<file path="config.mk">
export PLATFORM = sky130hd
export DESIGN_NAME = two_wire_audio_switch_control
export DESIGN_NICKNAME = d
export VERILOG_FILES = /design/src/rtl/audio_switch_pkg.sv /design/src/rtl/two_wire_audio_switch_control.sv /design/src/rtl/pin_sync.sv /design/src/rtl/switch_ramp.sv
export SDC_FILE = /design/constraint.sdc
export NUM_CORES = 1
export LEC_CHECK = 0
export ABC_AREA = 1
export CAP_MARGIN = 20
export CORE_ASPECT_RATIO = 0.75
export CORE_MARGIN = 3
export CORE_UTILIZATION = 25
export CTS_BUF_LIST = sky130_fd_sc_hd__clkbuf_8 sky130_fd_sc_hd__clkbuf_16
export CTS_CLUSTER_SIZE = 10
export DETAILED_ROUTE_END_ITERATION = 16
export DONT_BUFFER_PORTS = 1
export SETUP_SLACK_MARGIN = 0.3
export SYNTH_ARGS = -nofsm -noshare
export SYNTH_HDL_FRONTEND = slang
export SYNTH_SLANG_ARGS = --single-unit
</file>
<file path="constraint.sdc">
create_clock -name core_clk_i -period 1.8 [get_ports core_clk_i]
set_input_delay 0.27 -clock core_clk_i [delete_from_list [all_inputs] [get_ports core_clk_i]]
set_output_delay 0.27 -clock core_clk_i [all_outputs]
set_load 0.05 [all_outputs]
</file>
<file path="src/rtl/audio_switch_pkg.sv">
// Purpose: Shared constants and types for the two-wire switch controller.
// Assumes: 100 MHz core clock; two-wire pins sampled by that clock.
// Notes:   All encodings, field positions, counts and the configuration reset value live here.
package audio_switch_pkg;

   // ==========================================================
   // Switch array and ramp shape.
   localparam int NUM_SW  = 14;
   localparam int LVL_W   = 4;
   localparam logic [LVL_W-1:0] LVL_MAX = 4'hF;
   localparam int CNT_W   = 20;

   // ==========================================================
   // Timing: soft transitions spread over the full ramp.
   localparam int CLK_HZ      = 100_000_000;
   localparam int SOFT_ON_MS  = 8;
   localparam int SOFT_OFF_MS = 3;
   localparam int SOFT_ON_CYC  = SOFT_ON_MS * (CLK_HZ / 1000);
   localparam int SOFT_OFF_CYC = SOFT_OFF_MS * (CLK_HZ / 1000);
   localparam int ON_STEP_CYC  = SOFT_ON_CYC / int'(LVL_MAX);
   localparam int OFF_STEP_CYC = SOFT_OFF_CYC / int'(LVL_MAX);

   // ==========================================================
   // Address byte layout.
   localparam int ADDR_FIX_MSB = 7;
   localparam int ADDR_FIX_LSB = 3;
   localparam int ADDR_HI_BIT  = 2;
   localparam int ADDR_LO_BIT  = 1;
   localparam int ADDR_RW_BIT  = 0;
   localparam logic [4:0] ADDR_FIXED = 5'h0D;
   localparam logic       ADDR_WRITE = 1'h0;

   // ==========================================================
   // Command byte layout and codes.
   localparam int CMD_MSB = 7;
   localparam int CMD_LSB = 6;
   localparam logic [1:0] CMD_RESET = 2'h0;
   localparam logic [1:0] CMD_MODE  = 2'h1;
   localparam logic [1:0] CMD_IDLE  = 2'h2;
   localparam logic [1:0] CMD_SWSET = 2'h3;
   localparam int DATA1_BITS = NUM_SW - 8;

   // ==========================================================
   // Bit counter landmarks within one byte slot.
   localparam logic [3:0] BIT_ACK  = 4'h8;
   localparam logic [3:0] BIT_POST = 4'h9;

   // Closed and hard-mode bits, one pair per switch.
   typedef struct packed {
      logic [NUM_SW-1:0] closed;
      logic [NUM_SW-1:0] hard;
   } sw_cfg_s;

   localparam sw_cfg_s CFG_RESET = '0;

   // Raw bus and strap pins, kept together for synchronising.
   typedef struct packed {
      logic scl;
      logic sda;
      logic a_hi;
      logic a_lo;
   } pin_s;

   typedef enum logic [2:0] {
      ST_IDLE, ST_ADDR, ST_CMD, ST_DATA1, ST_DATA2, ST_DONE, ST_IGNORE
   } rx_state_e;

endpackage

</file>
<file path="src/rtl/two_wire_audio_switch_control.sv">
// Purpose: Two-wire slave that opens, closes and sets modes of 14 switches.
// Assumes: SCL and SDA are slow against the 100 MHz core clock.
// Notes:   Commands apply only at their executing acknowledge clock edge.
`timescale 1ns/1ps
`default_nettype none
// Notes on behaviour
// - Each switch keeps its own soft or hard transition mode bit.
// - Soft switches ramp slowly; hard switches change at once.
// - A new command first finishes any soft transition still running.
// - After power-up every switch is in soft mode.
// - Same-mode switches break before make; different modes are unordered.
// - A double-throw selector is two independently controlled single throws.
// - Switch-state data: 1 closes a switch, 0 opens it.
// - Mode-select data: 1 sets hard mode, 0 sets soft mode.
// - Reset command opens all switches and sets all to soft mode.
// - First byte is address; answer only on pin and pattern match.
// - Low select pin is address bit one, high pin is bit two.
// - Byte after address is the command byte.
// - Reset executes at the rising clock of its acknowledge bit.
// - First data byte is held, so all switches update together.
// - Mode and switch commands execute at the second data acknowledge.
// - All bytes arrive most significant bit first.
// - Device only receives; it never starts a transfer.
// - Start is SDA falling with SCL high; always watched for.
// - On own address, device holds SDA low for the acknowledge clock.
// - Command and data bytes are acknowledged as well.
// - Command top bits: 00 reset, 01 mode, 10 nothing, 11 switch.
// - Data bits D0 upward map one per switch across fourteen bits.
// - Stop is SDA rising with SCL high and frees the bus.
module two_wire_audio_switch_control
   import audio_switch_pkg::*;
#(
   parameter int ON_STEP  = audio_switch_pkg::ON_STEP_CYC,
   parameter int OFF_STEP = audio_switch_pkg::OFF_STEP_CYC
) (
   input  wire logic                               core_clk_i,
   input  wire logic                               rst_i,
   input  wire logic                               scl_i,
   input  wire logic                               sda_i,
   input  wire logic                               addr_select_low_i,
   input  wire logic                               addr_select_high_i,
   output logic                                    sda_o,
   output logic                                    sda_oe_o,
   output logic [audio_switch_pkg::NUM_SW*audio_switch_pkg::LVL_W-1:0] sw_level_o,
   output logic [audio_switch_pkg::NUM_SW-1:0]     sw_closed_o,
   output logic [audio_switch_pkg::NUM_SW-1:0]     sw_hard_o,
   output logic                                    busy_o,
   output logic                                    cmd_exec_o
);

   import audio_switch_pkg::*;

   // ==========================================================
   // Pin synchronisation and bus event detection.
   pin_s pins_raw;
   pin_s pins;
   logic scl_q;
   logic sda_q;

   assign pins_raw = {scl_i, sda_i, addr_select_high_i, addr_select_low_i};

   pin_sync #(
      .W ($bits(pin_s))
   ) u_sync (
      .core_clk_i (core_clk_i),
      .rst_i      (rst_i),
      .async_i    (pins_raw),
      .sync_o     (pins)
   );

   // Previous synced levels give edges on the core clock.
   always_ff @(posedge core_clk_i) begin
      if (rst_i) begin
         scl_q <= 1'h1;
         sda_q <= 1'h1;
      end else begin
         scl_q <= pins.scl;
         sda_q <= pins.sda;
      end
   end

   // Start and stop only count while SCL stays high over both samples.
   wire scl_rise  = pins.scl && !scl_q;
   wire scl_fall  = !pins.scl && scl_q;
   wire scl_hold  = pins.scl && scl_q;
   wire start_det = scl_hold && sda_q && !pins.sda;
   wire stop_det  = scl_hold && !sda_q && pins.sda;

   // ==========================================================
   // Receiver state.
   rx_state_e         st_q;
   rx_state_e         st_d;
   logic [3:0]        bit_q;
   logic [3:0]        bit_d;
   logic [7:0]        shreg_q;
   logic [7:0]        shreg_d;
   logic              ack_q;
   logic              ack_d;
   logic [1:0]        cmd_q;
   logic [1:0]        cmd_d;
   logic [7:0]        hold_q;
   logic [7:0]        hold_d;
   logic              exec_q;
   logic              exec_d;
   logic [1:0]        exec_cmd_q;
   logic [1:0]        exec_cmd_d;
   logic [NUM_SW-1:0] exec_data_q;
   logic [NUM_SW-1:0] exec_data_d;

   // Address byte fields against the fixed pattern and strap pins.
   wire fix_ok  = shreg_q[ADDR_FIX_MSB:ADDR_FIX_LSB] == ADDR_FIXED;
   wire hi_ok   = shreg_q[ADDR_HI_BIT] == pins.a_hi;
   wire lo_ok   = shreg_q[ADDR_LO_BIT] == pins.a_lo;
   wire rw_ok   = shreg_q[ADDR_RW_BIT] == ADDR_WRITE;
   wire addr_ok = fix_ok && hi_ok && lo_ok && rw_ok;

   // Command code and the fourteen-bit data word from both data bytes.
   wire [1:0] rx_cmd = shreg_q[CMD_MSB:CMD_LSB];
   wire [NUM_SW-1:0] rx_word = {hold_q[DATA1_BITS-1:0], shreg_q};

   // Which byte slots get an acknowledge; a finished word gets none.
   wire in_data  = (st_q == ST_CMD) || (st_q == ST_DATA1) || (st_q == ST_DATA2);
   wire want_ack = ((st_q == ST_ADDR) && addr_ok) || in_data;

   // ==========================================================
   // Byte and acknowledge sequencing.
   always_comb begin
      st_d        = st_q;
      bit_d       = bit_q;
      shreg_d     = shreg_q;
      ack_d       = ack_q;
      cmd_d       = cmd_q;
      hold_d      = hold_q;
      exec_d      = 1'h0;
      exec_cmd_d  = exec_cmd_q;
      exec_data_d = exec_data_q;
      if (start_det) begin
         // A repeated start drops any partial command unexecuted.
         st_d  = ST_ADDR;
         bit_d = '0;
         ack_d = 1'h0;
      end else if (stop_det) begin
         st_d  = ST_IDLE;
         bit_d = '0;
         ack_d = 1'h0;
      end else if (st_q == ST_IDLE) begin
         // Receive only: nothing happens until a master starts.
         bit_d = '0;
      end else if (scl_rise && (bit_q < BIT_ACK)) begin
         shreg_d = {shreg_q[6:0], pins.sda};
         bit_d   = bit_q + 4'h1;
      end else if (scl_fall && (bit_q == BIT_ACK)) begin
         ack_d = want_ack;
      end else if (scl_rise && (bit_q == BIT_ACK)) begin
         bit_d = BIT_POST;
         if (!ack_q) begin
            if (st_q == ST_ADDR) begin
               st_d = ST_IGNORE;
            end
         end else begin
            unique case (st_q)
               ST_ADDR: begin
                  st_d = ST_CMD;
               end
               ST_CMD: begin
                  cmd_d = rx_cmd;
                  if (rx_cmd == CMD_RESET) begin
                     exec_d     = 1'h1;
                     exec_cmd_d = CMD_RESET;
                     st_d       = ST_DONE;
                  end else begin
                     st_d = ST_DATA1;
                  end
               end
               ST_DATA1: begin
                  hold_d = shreg_q;
                  st_d   = ST_DATA2;
               end
               ST_DATA2: begin
                  exec_d      = 1'h1;
                  exec_cmd_d  = cmd_q;
                  exec_data_d = rx_word;
                  st_d        = ST_DONE;
               end
               default: begin
                  st_d = st_q;
               end
            endcase
         end
      end else if (scl_fall && (bit_q == BIT_POST)) begin
         ack_d = 1'h0;
         bit_d = '0;
      end
   end

   // Receiver registers.
   always_ff @(posedge core_clk_i) begin
      if (rst_i) begin
         st_q        <= ST_IDLE;
         bit_q       <= '0;
         shreg_q     <= '0;
         ack_q       <= 1'h0;
         cmd_q       <= CMD_IDLE;
         hold_q      <= '0;
         exec_q      <= 1'h0;
         exec_cmd_q  <= CMD_IDLE;
         exec_data_q <= '0;
      end else begin
         st_q        <= st_d;
         bit_q       <= bit_d;
         shreg_q     <= shreg_d;
         ack_q       <= ack_d;
         cmd_q       <= cmd_d;
         hold_q      <= hold_d;
         exec_q      <= exec_d;
         exec_cmd_q  <= exec_cmd_d;
         exec_data_q <= exec_data_d;
      end
   end

   // ==========================================================
   // Switch configuration, changed only by an executing command.
   sw_cfg_s cfg_q;
   sw_cfg_s cfg_d;

   always_comb begin
      cfg_d = cfg_q;
      if (exec_q) begin
         unique case (exec_cmd_q)
            CMD_RESET: cfg_d = CFG_RESET;
            CMD_MODE:  cfg_d.hard = exec_data_q;
            CMD_SWSET: cfg_d.closed = exec_data_q;
            CMD_IDLE:  cfg_d = cfg_q;
         endcase
      end
   end

   // Power-up matches the reset command: all open, all soft.
   always_ff @(posedge core_clk_i) begin
      if (rst_i) begin
         cfg_q <= CFG_RESET;
      end else begin
         cfg_q <= cfg_d;
      end
   end

   // ==========================================================
   // Soft ramp timebases, shared by every switch in soft mode.
   logic [CNT_W-1:0] on_cnt_q;
   logic [CNT_W-1:0] off_cnt_q;
   wire tick_up = (on_cnt_q == CNT_W'(ON_STEP - 1));
   wire tick_dn = (off_cnt_q == CNT_W'(OFF_STEP - 1));

   always_ff @(posedge core_clk_i) begin
      if (rst_i || tick_up) begin
         on_cnt_q <= '0;
      end else begin
         on_cnt_q <= on_cnt_q + CNT_W'(1);
      end
   end

   always_ff @(posedge core_clk_i) begin
      if (rst_i || tick_dn) begin
         off_cnt_q <= '0;
      end else begin
         off_cnt_q <= off_cnt_q + CNT_W'(1);
      end
   end

   // ==========================================================
   // Per-switch drivers with break-before-make gating by mode group.
   logic [NUM_SW-1:0] opening;
   logic [NUM_SW-1:0] gate;
   logic [NUM_SW-1:0] moving;
   logic [NUM_SW*LVL_W-1:0] level_all;

   // A closing switch waits while any switch of its own mode still opens.
   wire open_soft = |(opening & ~cfg_q.hard);
   wire open_hard = |(opening & cfg_q.hard);

   genvar g;
   generate
      // Every bit is its own switch, so a selector's two throws stay apart.
      for (g = 0; g < NUM_SW; g++) begin : g_sw
         assign gate[g] = cfg_q.hard[g] ? !open_hard : !open_soft;
         assign moving[g] = cfg_q.closed[g] ?
                            (level_all[g*LVL_W +: LVL_W] != LVL_MAX) :
                            (level_all[g*LVL_W +: LVL_W] != '0);

         switch_ramp u_ramp (
            .core_clk_i (core_clk_i),
            .rst_i      (rst_i),
            .target_i   (cfg_q.closed[g]),
            .hard_i     (cfg_q.hard[g]),
            .flush_i    (exec_q),
            .gate_i     (gate[g]),
            .tick_up_i  (tick_up),
            .tick_dn_i  (tick_dn),
            .level_o    (level_all[g*LVL_W +: LVL_W]),
            .opening_o  (opening[g])
         );
      end
   endgenerate

   // ==========================================================
   // Registered status outputs and the open-drain data pin.
   logic busy_q;
   logic sda_out_q;

   // Busy shows one cycle after the ramp state it reports; exec shows one cycle before the config changes.
   always_ff @(posedge core_clk_i) begin
      if (rst_i) begin
         busy_q    <= 1'h0;
         sda_out_q <= 1'h0;
      end else begin
         busy_q    <= |moving;
         sda_out_q <= 1'h0;
      end
   end

   assign sda_o       = sda_out_q;
   assign sda_oe_o    = ack_q;
   assign sw_level_o  = level_all;
   assign sw_closed_o = cfg_q.closed;
   assign sw_hard_o   = cfg_q.hard;
   assign busy_o      = busy_q;
   assign cmd_exec_o  = exec_q;

endmodule // two_wire_audio_switch_control
`default_nettype wire

</file>
<file path="src/rtl/pin_sync.sv">
// Purpose: Two-flop synchroniser for a group of asynchronous pins.
// Assumes: Pins are slow levels relative to the core clock.
// Notes:   The first stage is read only by the second stage.
`timescale 1ns/1ps
`default_nettype none
module pin_sync #(
   parameter int W = 4
) (
   input  wire logic         core_clk_i,
   input  wire logic         rst_i,
   input  wire logic [W-1:0] async_i,
   output logic [W-1:0]      sync_o
);

   logic [W-1:0] meta_q;
   logic [W-1:0] sync_q;

   // ==========================================================
   // One pair of flops per bit.
   genvar g;
   generate
      for (g = 0; g < W; g++) begin : g_bit
         always_ff @(posedge core_clk_i) begin
            if (rst_i) begin
               meta_q[g] <= 1'h0;
               sync_q[g] <= 1'h0;
            end else begin
               meta_q[g] <= async_i[g];
               sync_q[g] <= meta_q[g];
            end
         end
      end
   endgenerate

   assign sync_o = sync_q;

endmodule // pin_sync
`default_nettype wire

</file>
<file path="src/rtl/switch_ramp.sv">
// Purpose: Drive level of one switch, ramped in soft mode, stepped in hard.
// Assumes: Ticks are one-cycle pulses; gate comes from the array logic.
// Notes:   Flush snaps the level to its current target in one cycle.
`timescale 1ns/1ps
`default_nettype none
module switch_ramp
   import audio_switch_pkg::*;
(
   input  wire logic             core_clk_i,
   input  wire logic             rst_i,
   input  wire logic             target_i,
   input  wire logic             hard_i,
   input  wire logic             flush_i,
   input  wire logic             gate_i,
   input  wire logic             tick_up_i,
   input  wire logic             tick_dn_i,
   output logic [LVL_W-1:0]      level_o,
   output logic                  opening_o
);

   logic [LVL_W-1:0] level_q;
   logic [LVL_W-1:0] level_d;
   wire  lvl_zero = (level_q == '0);
   wire  lvl_full = (level_q == LVL_MAX);
   wire  go_dn    = !target_i && !lvl_zero;
   wire  go_up    = target_i && !lvl_full && gate_i;
   wire  step_dn  = hard_i || tick_dn_i;
   wire  step_up  = hard_i || tick_up_i;

   // ==========================================================
   // Next level: hard jumps whole, soft moves one step per tick.
   always_comb begin
      level_d = level_q;
      if (flush_i) begin
         level_d = target_i ? LVL_MAX : '0;
      end else if (go_dn && step_dn) begin
         level_d = hard_i ? '0 : level_q - 4'h1;
      end else if (go_up && step_up) begin
         level_d = hard_i ? LVL_MAX : level_q + 4'h1;
      end
   end

   always_ff @(posedge core_clk_i) begin
      if (rst_i) begin
         level_q <= '0;
      end else begin
         level_q <= level_d;
      end
   end

   assign level_o   = level_q;
   assign opening_o = go_dn;

endmodule // switch_ramp
`default_nettype wire

</file>
; ---- Yosys cells after proc, flatten, opt, wreduce, memory -nomap -nowiden
; Index checks and enable logic that the tools add are counted.
[classes]
n_div = 0
eq_ne = 47
magnitude_cmp = 1
mul = 0
n_reduce_logical = 238
mux = 135
n_bitwise = 11
n_shift = 0
add_sub_neg = 31
[ops]
columns = operator, n
row1 = $mux 4, 88
row2 = $logic_and 1x1->1, 85
row3 = $eq 4x4->1 const B, 16
row4 = $reduce_bool 4->1, 16
row5 = $add 4x1->4 const B, 15
row6 = $logic_not 4->1, 14
row7 = $ne 4x4->1 const B, 14
row8 = $pmux 14 s2, 2
row9 = $sub 4x1->4 const B, 14
row10 = $logic_not 1->1, 48
row11 = $reduce_bool 3->1, 16
row12 = $reduce_or 14->1, 3
row13 = $add 20x1->20 const B, 2
row14 = $mux 1, 38
row15 = $logic_or 1x1->1, 33
row16 = $and 14x14->14, 2
row17 = $reduce_and 8->1, 3
row18 = $eq 20x15->1 const B, 1
row19 = $eq 20x16->1 const B, 1
row20 = $not 14->14, 1
row21 = $pmux 3 s4, 1
row22 = $reduce_and 6->1, 2
row23 = $reduce_bool 2->1, 5
row24 = $mux 3, 3
row25 = 24 further kinds, 40
[word_totals]
rom_bits = 0
input_bits = 6
latch_bits = 0
ramBits = 0
register_bits = 176
output_inout_bits = 88
memories = 0
wordCells = 502

; ---- Logic depth before layout (Yosys ltp)
; Gate-level depths: netlist (run 1).
[logic_depth]
ltp_word = 12
mapped_depth = 16
mapped_depth_nobuf = 15

; ---- Cells and area by module
; Synthesis (run 1) repeated with hierarchy kept, for this count alone.
[hier_totals]
cells_unflattened = 1936
area_unflattened_um2 = 12090.3
[modules_own_cells]
columns = mod, area_per_inst_um2, n_inst, cells_per_inst
row1 = two_wire_audio_switch_control, 5973.2, 1, 917
row2 = switch_ramp, 420.4, 14, 71
row3 = pin_sync, 231.5, 1, 25

; ---- Least setup slack after synthesis (run 1)
; Ideal clock, no wire load.
[synth_path]
kind = flip-flop to flip-flop
start = register g_sw[10].u_ramp.level_q[0]
end = register g_sw[9].u_ramp.level_q[0]
setup_slack_ns = -0.391
path_buffers = 1
arrival_time_ns = 2.076
setup_ns = 0.115
path_stages_with_launch = 16
cell_sequence = dfxtp_1 > inv_1 > ha_1 > nand3_1 > nand3_1 > nand2_1 > inv_2 > nand2_1 > nor2_2 > nand2_2 > buf_6 > nand2_2 > nand3_4 > nand2_1 > nor2_1 > nor2_1
[synth_between]
elab_chain_cells = 10
elab_cells_between_ends = 13
cone_classes = mux (1) / bitwise (2) / reduce/logical (10)
[synth_rtl]
columns = item, line_no
row1 = from (decl), switch_ramp.sv:21  ; logic [LVL_W-1:0] level_q;
row2 = from (signal assigned), switch_ramp.sv:47  ; level_q <= level_d;
row3 = $logic_not 4->1 *, switch_ramp.sv:23  ; wire lvl_zero = (level_q == '0);
row4 = $logic_not 1->1 *, switch_ramp.sv:25  ; wire go_dn = !target_i && !lvl_zero;
row5 = $logic_and 1x1->1 *, switch_ramp.sv:25
row6 = "$and 14x14->14, on equally long branches", "two_wire_audio_switch_control.sv:278, two_wire_audio_switch_control.sv:279"
row7 = "$reduce_or 14->1, on equally long branches", "two_wire_audio_switch_control.sv:278, two_wire_audio_switch_control.sv:279"
row8 = $logic_not 1->1, two_wire_audio_switch_control.sv:285  ; assign gate[g] = cfg_q.hard[g] ? !open_hard : !open_soft;
row9 = $mux 1 *, two_wire_audio_switch_control.sv:285
row10 = $logic_and 1x1->1 *, switch_ramp.sv:26  ; wire go_up = target_i && !lvl_full && gate_i;
row11 = $logic_and 1x1->1 *, switch_ramp.sv:38  ; end else if (go_up && step_up) begin
row12 = $reduce_bool 3->1 (no line) *, -
row13 = to (signal assigned), switch_ramp.sv:47
row14 = to (decl), switch_ramp.sv:21
; Every way passes the cells marked *; elsewhere a longest branch is shown, timed or not.
; A chain may end at the register's enable or synchronous reset.

; ---- Final worst setup path (run 1)
[layout_path]
start = register g_sw[6].u_ramp.level_q[0]
end = register g_sw[1].u_ramp.level_q[0]
[layout_between]
elab_chain_cells = 10
elab_cells_between_ends = 13
cone_classes = mux (1) / bitwise (2) / reduce/logical (10)
[layout_rtl]
columns = item, line_no
row1 = from (decl), switch_ramp.sv:21
row2 = from (signal assigned), switch_ramp.sv:47
row3 = $logic_not 4->1 *, switch_ramp.sv:23
row4 = $logic_not 1->1 *, switch_ramp.sv:25
row5 = $logic_and 1x1->1 *, switch_ramp.sv:25
row6 = "$and 14x14->14, on equally long branches", "two_wire_audio_switch_control.sv:278, two_wire_audio_switch_control.sv:279"
row7 = "$reduce_or 14->1, on equally long branches", "two_wire_audio_switch_control.sv:278, two_wire_audio_switch_control.sv:279"
row8 = $logic_not 1->1, two_wire_audio_switch_control.sv:285
row9 = $mux 1 *, two_wire_audio_switch_control.sv:285
row10 = $logic_and 1x1->1 *, switch_ramp.sv:26
row11 = $logic_and 1x1->1 *, switch_ramp.sv:38
row12 = $reduce_bool 3->1 (no line) *, -
row13 = to (signal assigned), switch_ramp.sv:47
row14 = to (decl), switch_ramp.sv:21
; Marked as above.

==> reports/summary.txt, run 1 <==
status: complete, but fails checks
failing checks: setup timing
crit path time final: 2.023 ns
Worst Hold Launch: rst_i
Syn Nets: 1790
Synth Register Bits: 176
1st-iter DRT viols: 1114
Crit path required time: 2.15 ns
Die H: 193.4 µm
final setup margin: -0.2233 ns
Max H-tree Level: 4
via count: 13130
WHS Path Cells: 3
reg2reg end: g_sw[1].u_ramp.level_o[0]
top cell type's share of synthesized area: 30.11%
largest net degree at the start of global routing: 40
Hold Fails Final Rpt: 0
worst reg-to-reg path cell count: 16
core area: 0.04544 mm²
Final period util: 112.4%
Crit. End Element: flop
distinct cell type count after synthesis: 48
total power: 0.008033 W
initial antenna violation count: 0
ANT nets after route: 0
Fin Hold WS: 0.03534 ns
most common cell after layout, fill and taps aside: buf_4
First-pass DRT Iterations: 5
post-synth top area cell: dfxtp_1
Post-Route WL: 44.31 mm
DRC Markers: 0
RR Startpoint: g_sw[6].u_ramp.level_o[0]
antenna diode count: 0
FILL cells: 4603
flop-to-flop setup slack: -0.22 ns
Least-Margin Pin Slew: 0.5057 ns
WS Path Type: flop to flop
Pwr per Cell Area: 447.9 mW/mm²
biggest fanout along the worst timing path: 7
vias per cell: 4.893
initial core utilization: 25.75%
Worst-Skew Late Latency: 0.46 ns
CTS Sinks: 176
IO Port Bufs: 0
unrepaired setup endpoints after global routing: true
top post-synthesis cells by area: dfxtp_1 30%, nand2_1 10%, a21oi_1 8.2%
Worst Setup Start Kind: flop
Seq/Total Area, Yosys: 30.11%
Max-cap violations: 0
RePlAce Congestion: 0.8912
first-pass GRT wire length: 66.78 mm
Crit path arrival time: 2.38 ns
worst min path class: primary input to flop
post-DP HPWL: 30.29 mm
max_slew headroom: 66.29%
commonest non-fill, non-tap cells in the layout: 311 x buf_4, 283 x nand2_1, 135 x nor2_1
cell area after synthesis: 0.01170 mm²
fin. max-slew vios: 0
Die W: 255.8 µm
synth warn: 0
root buffer cell: clkbuf_16
Worst-path clk slew: 0.08 ns
area post-placement: 0.01494 mm²
vias in the first global route: 12470
CTS Buffer Depth: 2
total CTS buffers: 17
Die ar.: 0.04946 mm²
total negative slack: -10.48 ns
Clock Skews: 0.01084 ns
Final #Nets: 2106
Leak: 8.099 nW
end of the worst hold path: on_cnt_q[13]
io pins: 94
final core occ: 39.47%
post-layout instance area: 0.01793 mm²
Area Overhead vs Synth: 53.28%
Overflow after GRT: 0
TritonCTS clock tree: built
FMAX: 494.2 MHz
Row Count: 67
GRT Overall Usage: 16.68%
share of cells above drive strength 1: 44.52%
IR drop worst, VDD: 0.0007258 V
Final setup viols: 63
Synth Instances: 1733
syn avg cell area: 6.751 µm²
wire length per cell: 16.52 µm
[repair_timing]
action | 4_1_cts | 5_1_grt
endpoints found under the setup margin | 150 | 152
pin swaps | 54 | 76
gates resized for setup | 204 | 214
hold endpoints to repair | 40 | 0
buffers inserted | 40 | 24
gates cloned | 4 | 3
hold buffers | 6 | 0
[metrics by stage]
stage	std cells	setup WS, ns
6_report	2683	-0.2233
5_1_grt	2683	-0.3348
3_3_place_gp	2574	-0.3720
4_1_cts	2656	-0.2073
2_1_floorplan	1733	0.005296
3_5_place_dp	2574	-0.4006
[power breakdown]
group | total [W] | switching (W) | internal, W
sequential | 0.00388 | 0.0000185 | 0.00386
clock | 0.00387 | 0.00181 | 0.00206
combinational | 0.000283 | 0.000172 | 0.000111
[synthesized netlist by cell type, drive strengths merged]
cell    instances
o221ai          1
dfxtp         176
a21oi         201
or2             7
o21a            5
a31oi          16
nor3           33
and3            1
o31ai          14
a22oi           1
a211oi         15
o21ai          86
nor2          184
clkinv          1
buf            67
nand3b          1
o211ai          1
xnor2          15
nor3b           4
conb            1
nand2         341
inv           205
ha             51
xor2           19
a21boi          2
nor4            9
nand3         217
o21bai          1
nand4          38
clkbuf         20
[how the worst max path moves through the flow]
stage,start,endpoint,cells after the start
detailed placement,g_sw[2].u_ramp.level_o[0],g_sw[13].u_ramp.level_o[0],15
floorplan,g_sw[13].u_ramp.level_o[0],g_sw[3].u_ramp.level_o[0],14
CTS,on_cnt_q[1],g_sw[6].u_ramp.level_o[0],17
global route,g_sw[6].u_ramp.level_o[0],g_sw[6].u_ramp.level_o[0],16
global placement,g_sw[2].u_ramp.level_o[0],g_sw[13].u_ramp.level_o[0],15
finish,g_sw[6].u_ramp.level_o[0],g_sw[1].u_ramp.level_o[0],16
[area by class of cell]
type,count,area (µm²),share of cell area [%]
inverters,206,834.6,4.654
repair buffers,382,3388,18.89
clock inverters,15,156.4,0.8721
clock buffers,17,425.4,2.372
flip-flops and latches,176,3712,20.70
multi-input cells,1266,8640,48.18
well taps,621,777.0,4.333
[sequential cells by signal, summed over array words and instances (netlist names), 3 cells and up]
name	count
bit_q	4
st_q	3
sw_closed_o	14
hold_q	6
u_sync.sync_o	4
exec_data_q	14
shreg_q	8
u_sync.meta_q	4
on_cnt_q	20
sw_hard_o	14
off_cnt_q	20
g_sw.u_ramp.level_o	56
[metal layers]
layer  vias to the layer above  GRT usage [%]  share of wire [%]
met5                         -              0                  0
met4                         0          5.296                1.7
met3                        67          4.967                8.9
met2                       450          26.08                 46
met1                      6217          22.06                 44
li1                       6393              -                  -
[kinds of logic (layout without fill, tap and decap cells)]
group	after synthesis	after routing	synth area share, %
other	1	1	0.03205
AND/OR/NAND/NOR	835	837	34.25
AO/OA/AOI/OAI	343	343	16.35
XOR/XNOR	34	34	2.545
buffers and inverters	293	620	11.25
flip-flops	176	176	30.11
adder cells (fa/ha/maj)	51	51	5.454
[worst max-delay path, stage by stage (launching register included)]
cell and delay [ns]:
dfxtp_4 0.35, inv_4 0.06, ha_4 0.13, nand3_2 0.10, nand3_1 0.13, nand2_1 0.08, inv_2 0.06, nand2_1 0.08
nor2_4 0.14, nand2_4 0.13, buf_6 0.18, nand2_4 0.06, nand3_4 0.14, nand2_2 0.11, nand2_1 0.05, nand2_1 0.05
nor2_1 0.03
Power figures use the tool's default switching activity.
==> run 2: changes to the inputs <==
Settings changed: CAP_MARGIN 20 to 10.
Clock period 1.8 ns to 1.9 ns, I/O delays scaled along.
==> reports/summary.txt, run 2 (synthesis gave the netlist of run 1 again) <==
CTS Sinks: 176 (unchanged)
DRC Markers: 0 (unchanged)
Crit path arrival time: 2.32 ns (-0.06 ns)
Crit path required time: 2.24 ns (+0.09 ns)
Slowest Stage Delay on Critical Path: 0.36 ns (about the same)
status: complete, but fails checks
Worst Setup Start Kind: flop
Worst-path clk slew: 0.08 ns (about the same)
FILL cells: 4705 (+2.2%)
final setup margin: -0.07283 ns (+0.1505 ns)
Final setup viols: 42 (-33%)
FF+latch area: 0.003704 mm² (-0.24%)
vias in the first global route: 12120 (-2.8%)
area of the multi-input gates: 0.008222 mm² (-4.8%)
biggest fanout along the worst timing path: 9 (+2)
First-pass DRT Iterations: 7 (+2)
Leak: 7.638 nW (-5.7%)
total CTS buffers: 17 (unchanged)
TritonCTS clock tree: built
Worst-Skew Late Latency: 0.46 ns (about the same)
ANT nets after route: 0 (unchanged)
Area Overhead vs Synth: 44.20%
Max H-tree Level: 4 (unchanged)
largest net degree at the start of global routing: 41 (+2.5%)
post-DP HPWL: 30.31 mm (about the same)
crit path time final: 1.973 ns (-0.05048 ns)
Critical Path, Cell by Cell: inv_4 > ha_4 > nand3_4 > nand3_2 > nand2_1 > inv_2 > nand2_1 > nor2_2 > nand2_4 > buf_12 > nand2_2 > nand3_4 > nand2_2 > nand2_1 > nand2_1 > nor2_1
Die H: 193.4 µm (unchanged)
vias per cell: 4.864 (-0.59%)
Final #Nets: 2055 (-2.4%)
Largest register FFs: 56 (unchanged)
Least-Margin Pin Slew: 0.5277 ns (+0.02202 ns)
wire length per cell: 15.92 µm (-3.6%)
IR drop worst, VDD: 0.0006413 V (-12%)
Crit. End Element: flop
Combinational Power Share: 2.7% (-0.8 points)
Post-Route WL: 41.91 mm (-5.4%)
commonest non-fill, non-tap cells in the layout: 288 x nand2_1, 288 x buf_4, 153 x nor2_1, 153 x a21oi_1, 133 x nand3_1
root buffer cell: clkbuf_16
Pwr per Cell Area: 434.6 mW/mm² (-3.0%)
RePlAce Congestion: 0.9292 (+4.3%)
Overflow after GRT: 0 (unchanged)
FMAX: 506.9 MHz (+2.6%)
CP max stage cell: dfxtp_4
placed cell count: 2542 (-1.2%)
core area: 0.04544 mm² (unchanged)
Layout Cells excl Fill: 2633 (-1.9%)
post-layout instance area: 0.01687 mm² (-5.9%)
initial core utilization: 25.75% (unchanged)
Seq pwr share: 50.1% (+1.8 points)
sw frac: 24.95% (+0.057 points)
share of cells above drive strength 1: 39.73% (-4.8 points)
Die ar.: 0.04946 mm² (unchanged)
Final period util: 103.8% (-8.6 points)
CTS Buffer Depth: 2 (unchanged)
IO Port Bufs: 0 (unchanged)
Max-cap violations: 0 (unchanged)
most used cell, CP: nand2_1
initial antenna violation count: 1 (+1)
worst min path class: primary input to flop
WS Path Type: flop to flop
first-pass GRT wire length: 65.09 mm (-2.5%)
total power: 0.007333 W (-8.7%)
GRT Overall Usage: 16.25% (-0.43 points)
max_slew headroom: 64.77% (-1.5 points)
Net Switching: 0.001830 W (-8.5%)
fin. max-slew vios: 0 (unchanged)
io pins: 94 (unchanged)
P_int: 0.005503 W (-8.8%)
unrepaired setup endpoints after global routing: true
via count: 12810 (-2.4%)
Die W: 255.8 µm (unchanged)
Row Count: 67 (unchanged)
Hold Fails Final Rpt: 0 (unchanged)
failing checks: setup timing
total negative slack: -1.365 ns (+9.116 ns)
1st-iter DRT viols: 1055 (-5.3%)
Clock Skews: 0.01901 ns (+0.008164 ns)
area post-placement: 0.01456 mm² (-2.5%)
Clock Power Share: 47.2% (-1.0 points)
## run 2: per-layer routing
metal / up-vias / global-route usage, % / share of wire, %
met5: - / 1.149 / 0.19
met4: 2 / 4.769 / 2.3
met3: 65 / 4.693 / 9.2
met2: 430 / 25.25 / 44
met1: 6016 / 21.76 / 44
li1: 6293 / - / -
## run 2: cell type report
type | count | area share [%]
multi-input cells | 1264 | 48.73
flip-flops and latches | 176 | 21.95
repair buffers | 331 | 16.40
inverters | 206 | 4.887
well taps | 621 | 4.605
clock buffers | 18 | 2.670
clock inverters | 14 | 0.6230
repair inverters | 2 | 0.1187
diodes | 1 | 0.01483
## run 2: repair_timing
item	in CTS	in global routing
hold endpoints to repair	40	0
cloned	3	1
gates resized for setup	178	136
setup endpoints to repair	120	140
hold buffers	5	0
setup buffers	27	22
pin swaps	54	50
## run 2: critical path: cells and delay by family (launching register included)
kind                     cells  cell delay (ns)
AND/OR/NAND/NOR             12             1.00
flip-flops                   1             0.36
buffers and inverters        3             0.33
adder cells (fa/ha/maj)      1             0.14
## run 2: power groups by stage
| stage | logic, W | registers [W] | clock network (W) |
|---|---|---|---|
| after floorplan | 0.000117 | 0.00376 | 0 |
| after global placement | 0.000152 | 0.00376 | 0 |
| after detailed placement | 0.000155 | 0.00376 | 0 |
| after CTS | 0.000193 | 0.00367 | 0.00354 |
| after global routing | 0.000221 | 0.00368 | 0.00368 |
| final | 0.000198 | 0.00368 | 0.00346 |
## run 2: metrics by stage
step           setup slack [ns]  hold slack (ns)  utilization (%)
2_1_floorplan            0.1053           0.3883                -
3_3_place_gp            -0.1763           0.3680            32.05
3_5_place_dp            -0.2238           0.3669            32.05
4_1_cts                -0.03952           0.1194            35.41
5_1_grt                 -0.1960           0.1394            37.13
6_report               -0.07283           0.1441            37.13
## run 2: final timing paths
path	start	end	slack (ns)	depth (start not counted)
setup / recovery	g_sw[3].u_ramp.level_o[0]	g_sw[11].u_ramp.level_o[0]	-0.07	16
hold / removal	rst_i	on_cnt_q[18]	0.14	4
setup reg to reg	g_sw[3].u_ramp.level_o[0]	g_sw[11].u_ramp.level_o[0]	-0.07	16
hold reg to reg	u_sync.meta_q[3]	u_sync.sync_o[3]	0.40	2
==> run 3: changes to the inputs <==
Settings changed: CTS_BUF_LIST sky130_fd_sc_hd__clkbuf_8 sky130_fd_sc_hd__clkbuf_16 to sky130_fd_sc_hd__clkbuf_8, MAX_ROUTING_LAYER from default to met4.
==> reports/summary.txt, run 3 (synthesis gave the netlist of run 1 again) <==
commonest non-fill, non-tap cells in the layout: 293 x nand2_1, 277 x buf_4, 149 x nor2_1
FILL cells: 4681 (-0.51%)
Crit. End Element: flop
CP max stage cell: dfxtp_2
initial antenna violation count: 0 (-1)
crit path time final: 2.040 ns (+0.06718 ns)
Net Switching: 0.001727 W (-5.6%)
total CTS buffers: 17 (unchanged)
first-pass GRT wire length: 63.91 mm (-1.8%)
Place WS: -0.1877 ns (+0.03606 ns)
Overflow after GRT: 0 (unchanged)
WS Path Type: flop to flop
vias per cell: 4.841 (-0.46%)
root buffer cell: clkbuf_8
Largest register FFs: 56 (unchanged)
reg2reg end: g_sw[3].u_ramp.level_o[0]
initial core utilization: 25.75% (unchanged)
unrepaired setup endpoints after global routing: true
Hold Fails Final Rpt: 0 (unchanged)
largest net degree at the start of global routing: 47 (+15%)
Combinational Power Share: 3.1% (+0.4 points)
Slowest Stage Delay on Critical Path: 0.33 ns (-0.03 ns)
core area: 0.04544 mm² (unchanged)
RR Startpoint: on_cnt_q[1]
DRC Markers: 0 (unchanged)
Worst-path clk slew: 0.10 ns (+0.02 ns)
end of the worst hold path: cmd_exec_o
biggest fanout along the worst timing path: 7 (-2)
Row Count: 67 (unchanged)
Max H-tree Level: 4 (unchanged)
Final period util: 107.4% (+3.5 points)
CTS Sinks: 176 (unchanged)
Max-cap violations: 0 (unchanged)
post-layout instance area: 0.01684 mm² (-0.20%)
Die H: 193.4 µm (unchanged)
Crit path arrival time: 2.45 ns (+0.13 ns)
io pins: 94 (unchanged)
FF+latch area: 0.003711 mm² (+0.20%)
Crit path required time: 2.31 ns (+0.07 ns)
Leak: 7.593 nW (-0.59%)
WHS Path Cells: 2 (-2)
RePlAce Congestion: 0.9240 (-0.56%)
post-DP HPWL: 29.98 mm (-1.1%)
Worst Setup Start Kind: flop
wire length per cell: 15.97 µm (+0.31%)
Worst Hold Launch: rst_i
IR drop worst, VDD: 0.0004030 V (-37%)
FMAX: 490.2 MHz (-3.3%)
antenna diode count: 0 (-1)
share of cells above drive strength 1: 41.36% (+1.6 points)
IO Port Bufs: 0 (unchanged)
flop-to-flop setup slack: -0.14 ns (-0.07 ns)
area of the multi-input gates: 0.008332 mm² (+1.3%)
Worst-Skew Late Latency: 0.52 ns (+0.06 ns)
most used cell, CP: nand2_2
Seq pwr share: 55.3% (+5.2 points)
vias in the first global route: 11890 (-1.8%)
max_slew headroom: 59.62% (-5.1 points)
P_int: 0.004915 W (-11%)
ANT nets after route: 0 (unchanged)
area post-placement: 0.01452 mm² (-0.33%)
fin. max-slew vios: 0 (unchanged)
CTS Buffer Depth: 2 (unchanged)
worst reg-to-reg path cell count: 17 (+1)
status: complete, but fails checks
Least-Margin Pin Slew: 0.6028 ns (+0.07513 ns)
sw frac: 26.00% (+1.0 points)
final setup margin: -0.1400 ns (-0.06718 ns)
1st-iter DRT viols: 1055 (unchanged)
First-pass DRT Iterations: 7 (unchanged)
worst min path class: primary input to flop
Post-Route WL: 41.88 mm (about the same)
Final #Nets: 2046 (-0.44%)
GRT Overall Usage: 16.49% (+0.24 points)
Clock Power Share: 41.5% (-5.7 points)
Die W: 255.8 µm (unchanged)
Pwr per Cell Area: 394.5 mW/mm² (-9.2%)
most common cell after layout, fill and taps aside: nand2_1
via count: 12700 (-0.84%)
Final setup viols: 54 (+29%)
Clock Skews: 0.02358 ns (+0.004571 ns)
Area Overhead vs Synth: 43.91%
TritonCTS clock tree: built
failing checks: setup timing
final core occ: 37.06% (-0.074 points)
Die ar.: 0.04946 mm² (unchanged)
Critical Path, Cell by Cell: inv_2 > ha_4 > nand2_2 > nor2_2 > nand3_2 > nor2_4 > nand2_2 > nor2_4 > nand2_4 > buf_12 > buf_12 > nand2_2 > nand3_4 > nand2_2 > nand2_1 > nand2_1 > nor2_1
run 3: final cells by class:
type | count | area share (%)
Timing Repair inverter | 3 | 0.2452
Sequential cell | 176 | 22.04
Multi-Input combinational cell | 1264 | 49.48
Tap cell | 621 | 4.615
Timing Repair Buffer | 321 | 16.42
Inverter | 206 | 4.882
Clock inverter | 15 | 0.9289
Clock buffer | 17 | 1.390
run 3: stage by stage:
stage	setup TNS [ns]	power, W	hold slack (ns)	cells
floorplan	0	0.003880	0.3883	1733
detailed placement	-7.583	0.003917	0.3800	2534
CTS	-2.914	0.006698	0.05082	2603
finish	-4.612	0.006642	0.08196	2623
global placement	-7.032	0.003914	0.3809	2534
global route	-11.12	0.006886	0.05726	2623
run 3: worst max-delay path by stage:
stage,startpoint,endpoint,slack [ns],depth (start not counted)
after floorplan,g_sw[13].u_ramp.level_o[0],g_sw[3].u_ramp.level_o[0],0.11,14
after global placement,on_cnt_q[0],g_sw[3].u_ramp.level_o[0],-0.18,16
after detailed placement,on_cnt_q[0],g_sw[6].u_ramp.level_o[2],-0.19,14
after CTS,on_cnt_q[0],g_sw[2].u_ramp.level_o[0],-0.09,17
after global routing,on_cnt_q[1],g_sw[1].u_ramp.level_o[3],-0.26,16
final,on_cnt_q[1],g_sw[3].u_ramp.level_o[0],-0.14,17
run 3: critical path: cells and delay by family, from the launching register on:
family                     cells  cell delay [ns]
and+or+nand+nor               13             1.14
DFF                            1             0.33
buffers and inverters          3             0.34
adders and majority gates      1             0.12
run 3: what timing repair did:
item	4_1_cts	5_1_grt
setup endpoints to repair	119	140
endpoints found under the hold margin	40	0
gates resized for setup	159	200
gates cloned	3	2
setup buffers	29	18
hold buffers	5	0
pin swaps	40	66
run 3: layer usage:
metal  global-route usage [%]  routed length, µm  share of wire [%]  vias up
met5                        -                  0                  0        -
met4                    5.001                969                2.3        0
met3                    4.850               3544                8.5       71
met2                    24.64              18170                 43      447
met1                    21.47              19190                 46     5925
li1                         -                  -                  -     6256
run 3: power by group through the flow:
stage | clock network, W | registers (W) | logic (W)
global placement | 0 | 0.00376 | 0.000156
global route | 0.00298 | 0.00368 | 0.000231
finish | 0.00276 | 0.00368 | 0.000208
detailed placement | 0 | 0.00376 | 0.000158
floorplan | 0 | 0.00376 | 0.000117
CTS | 0.00283 | 0.00367 | 0.000193
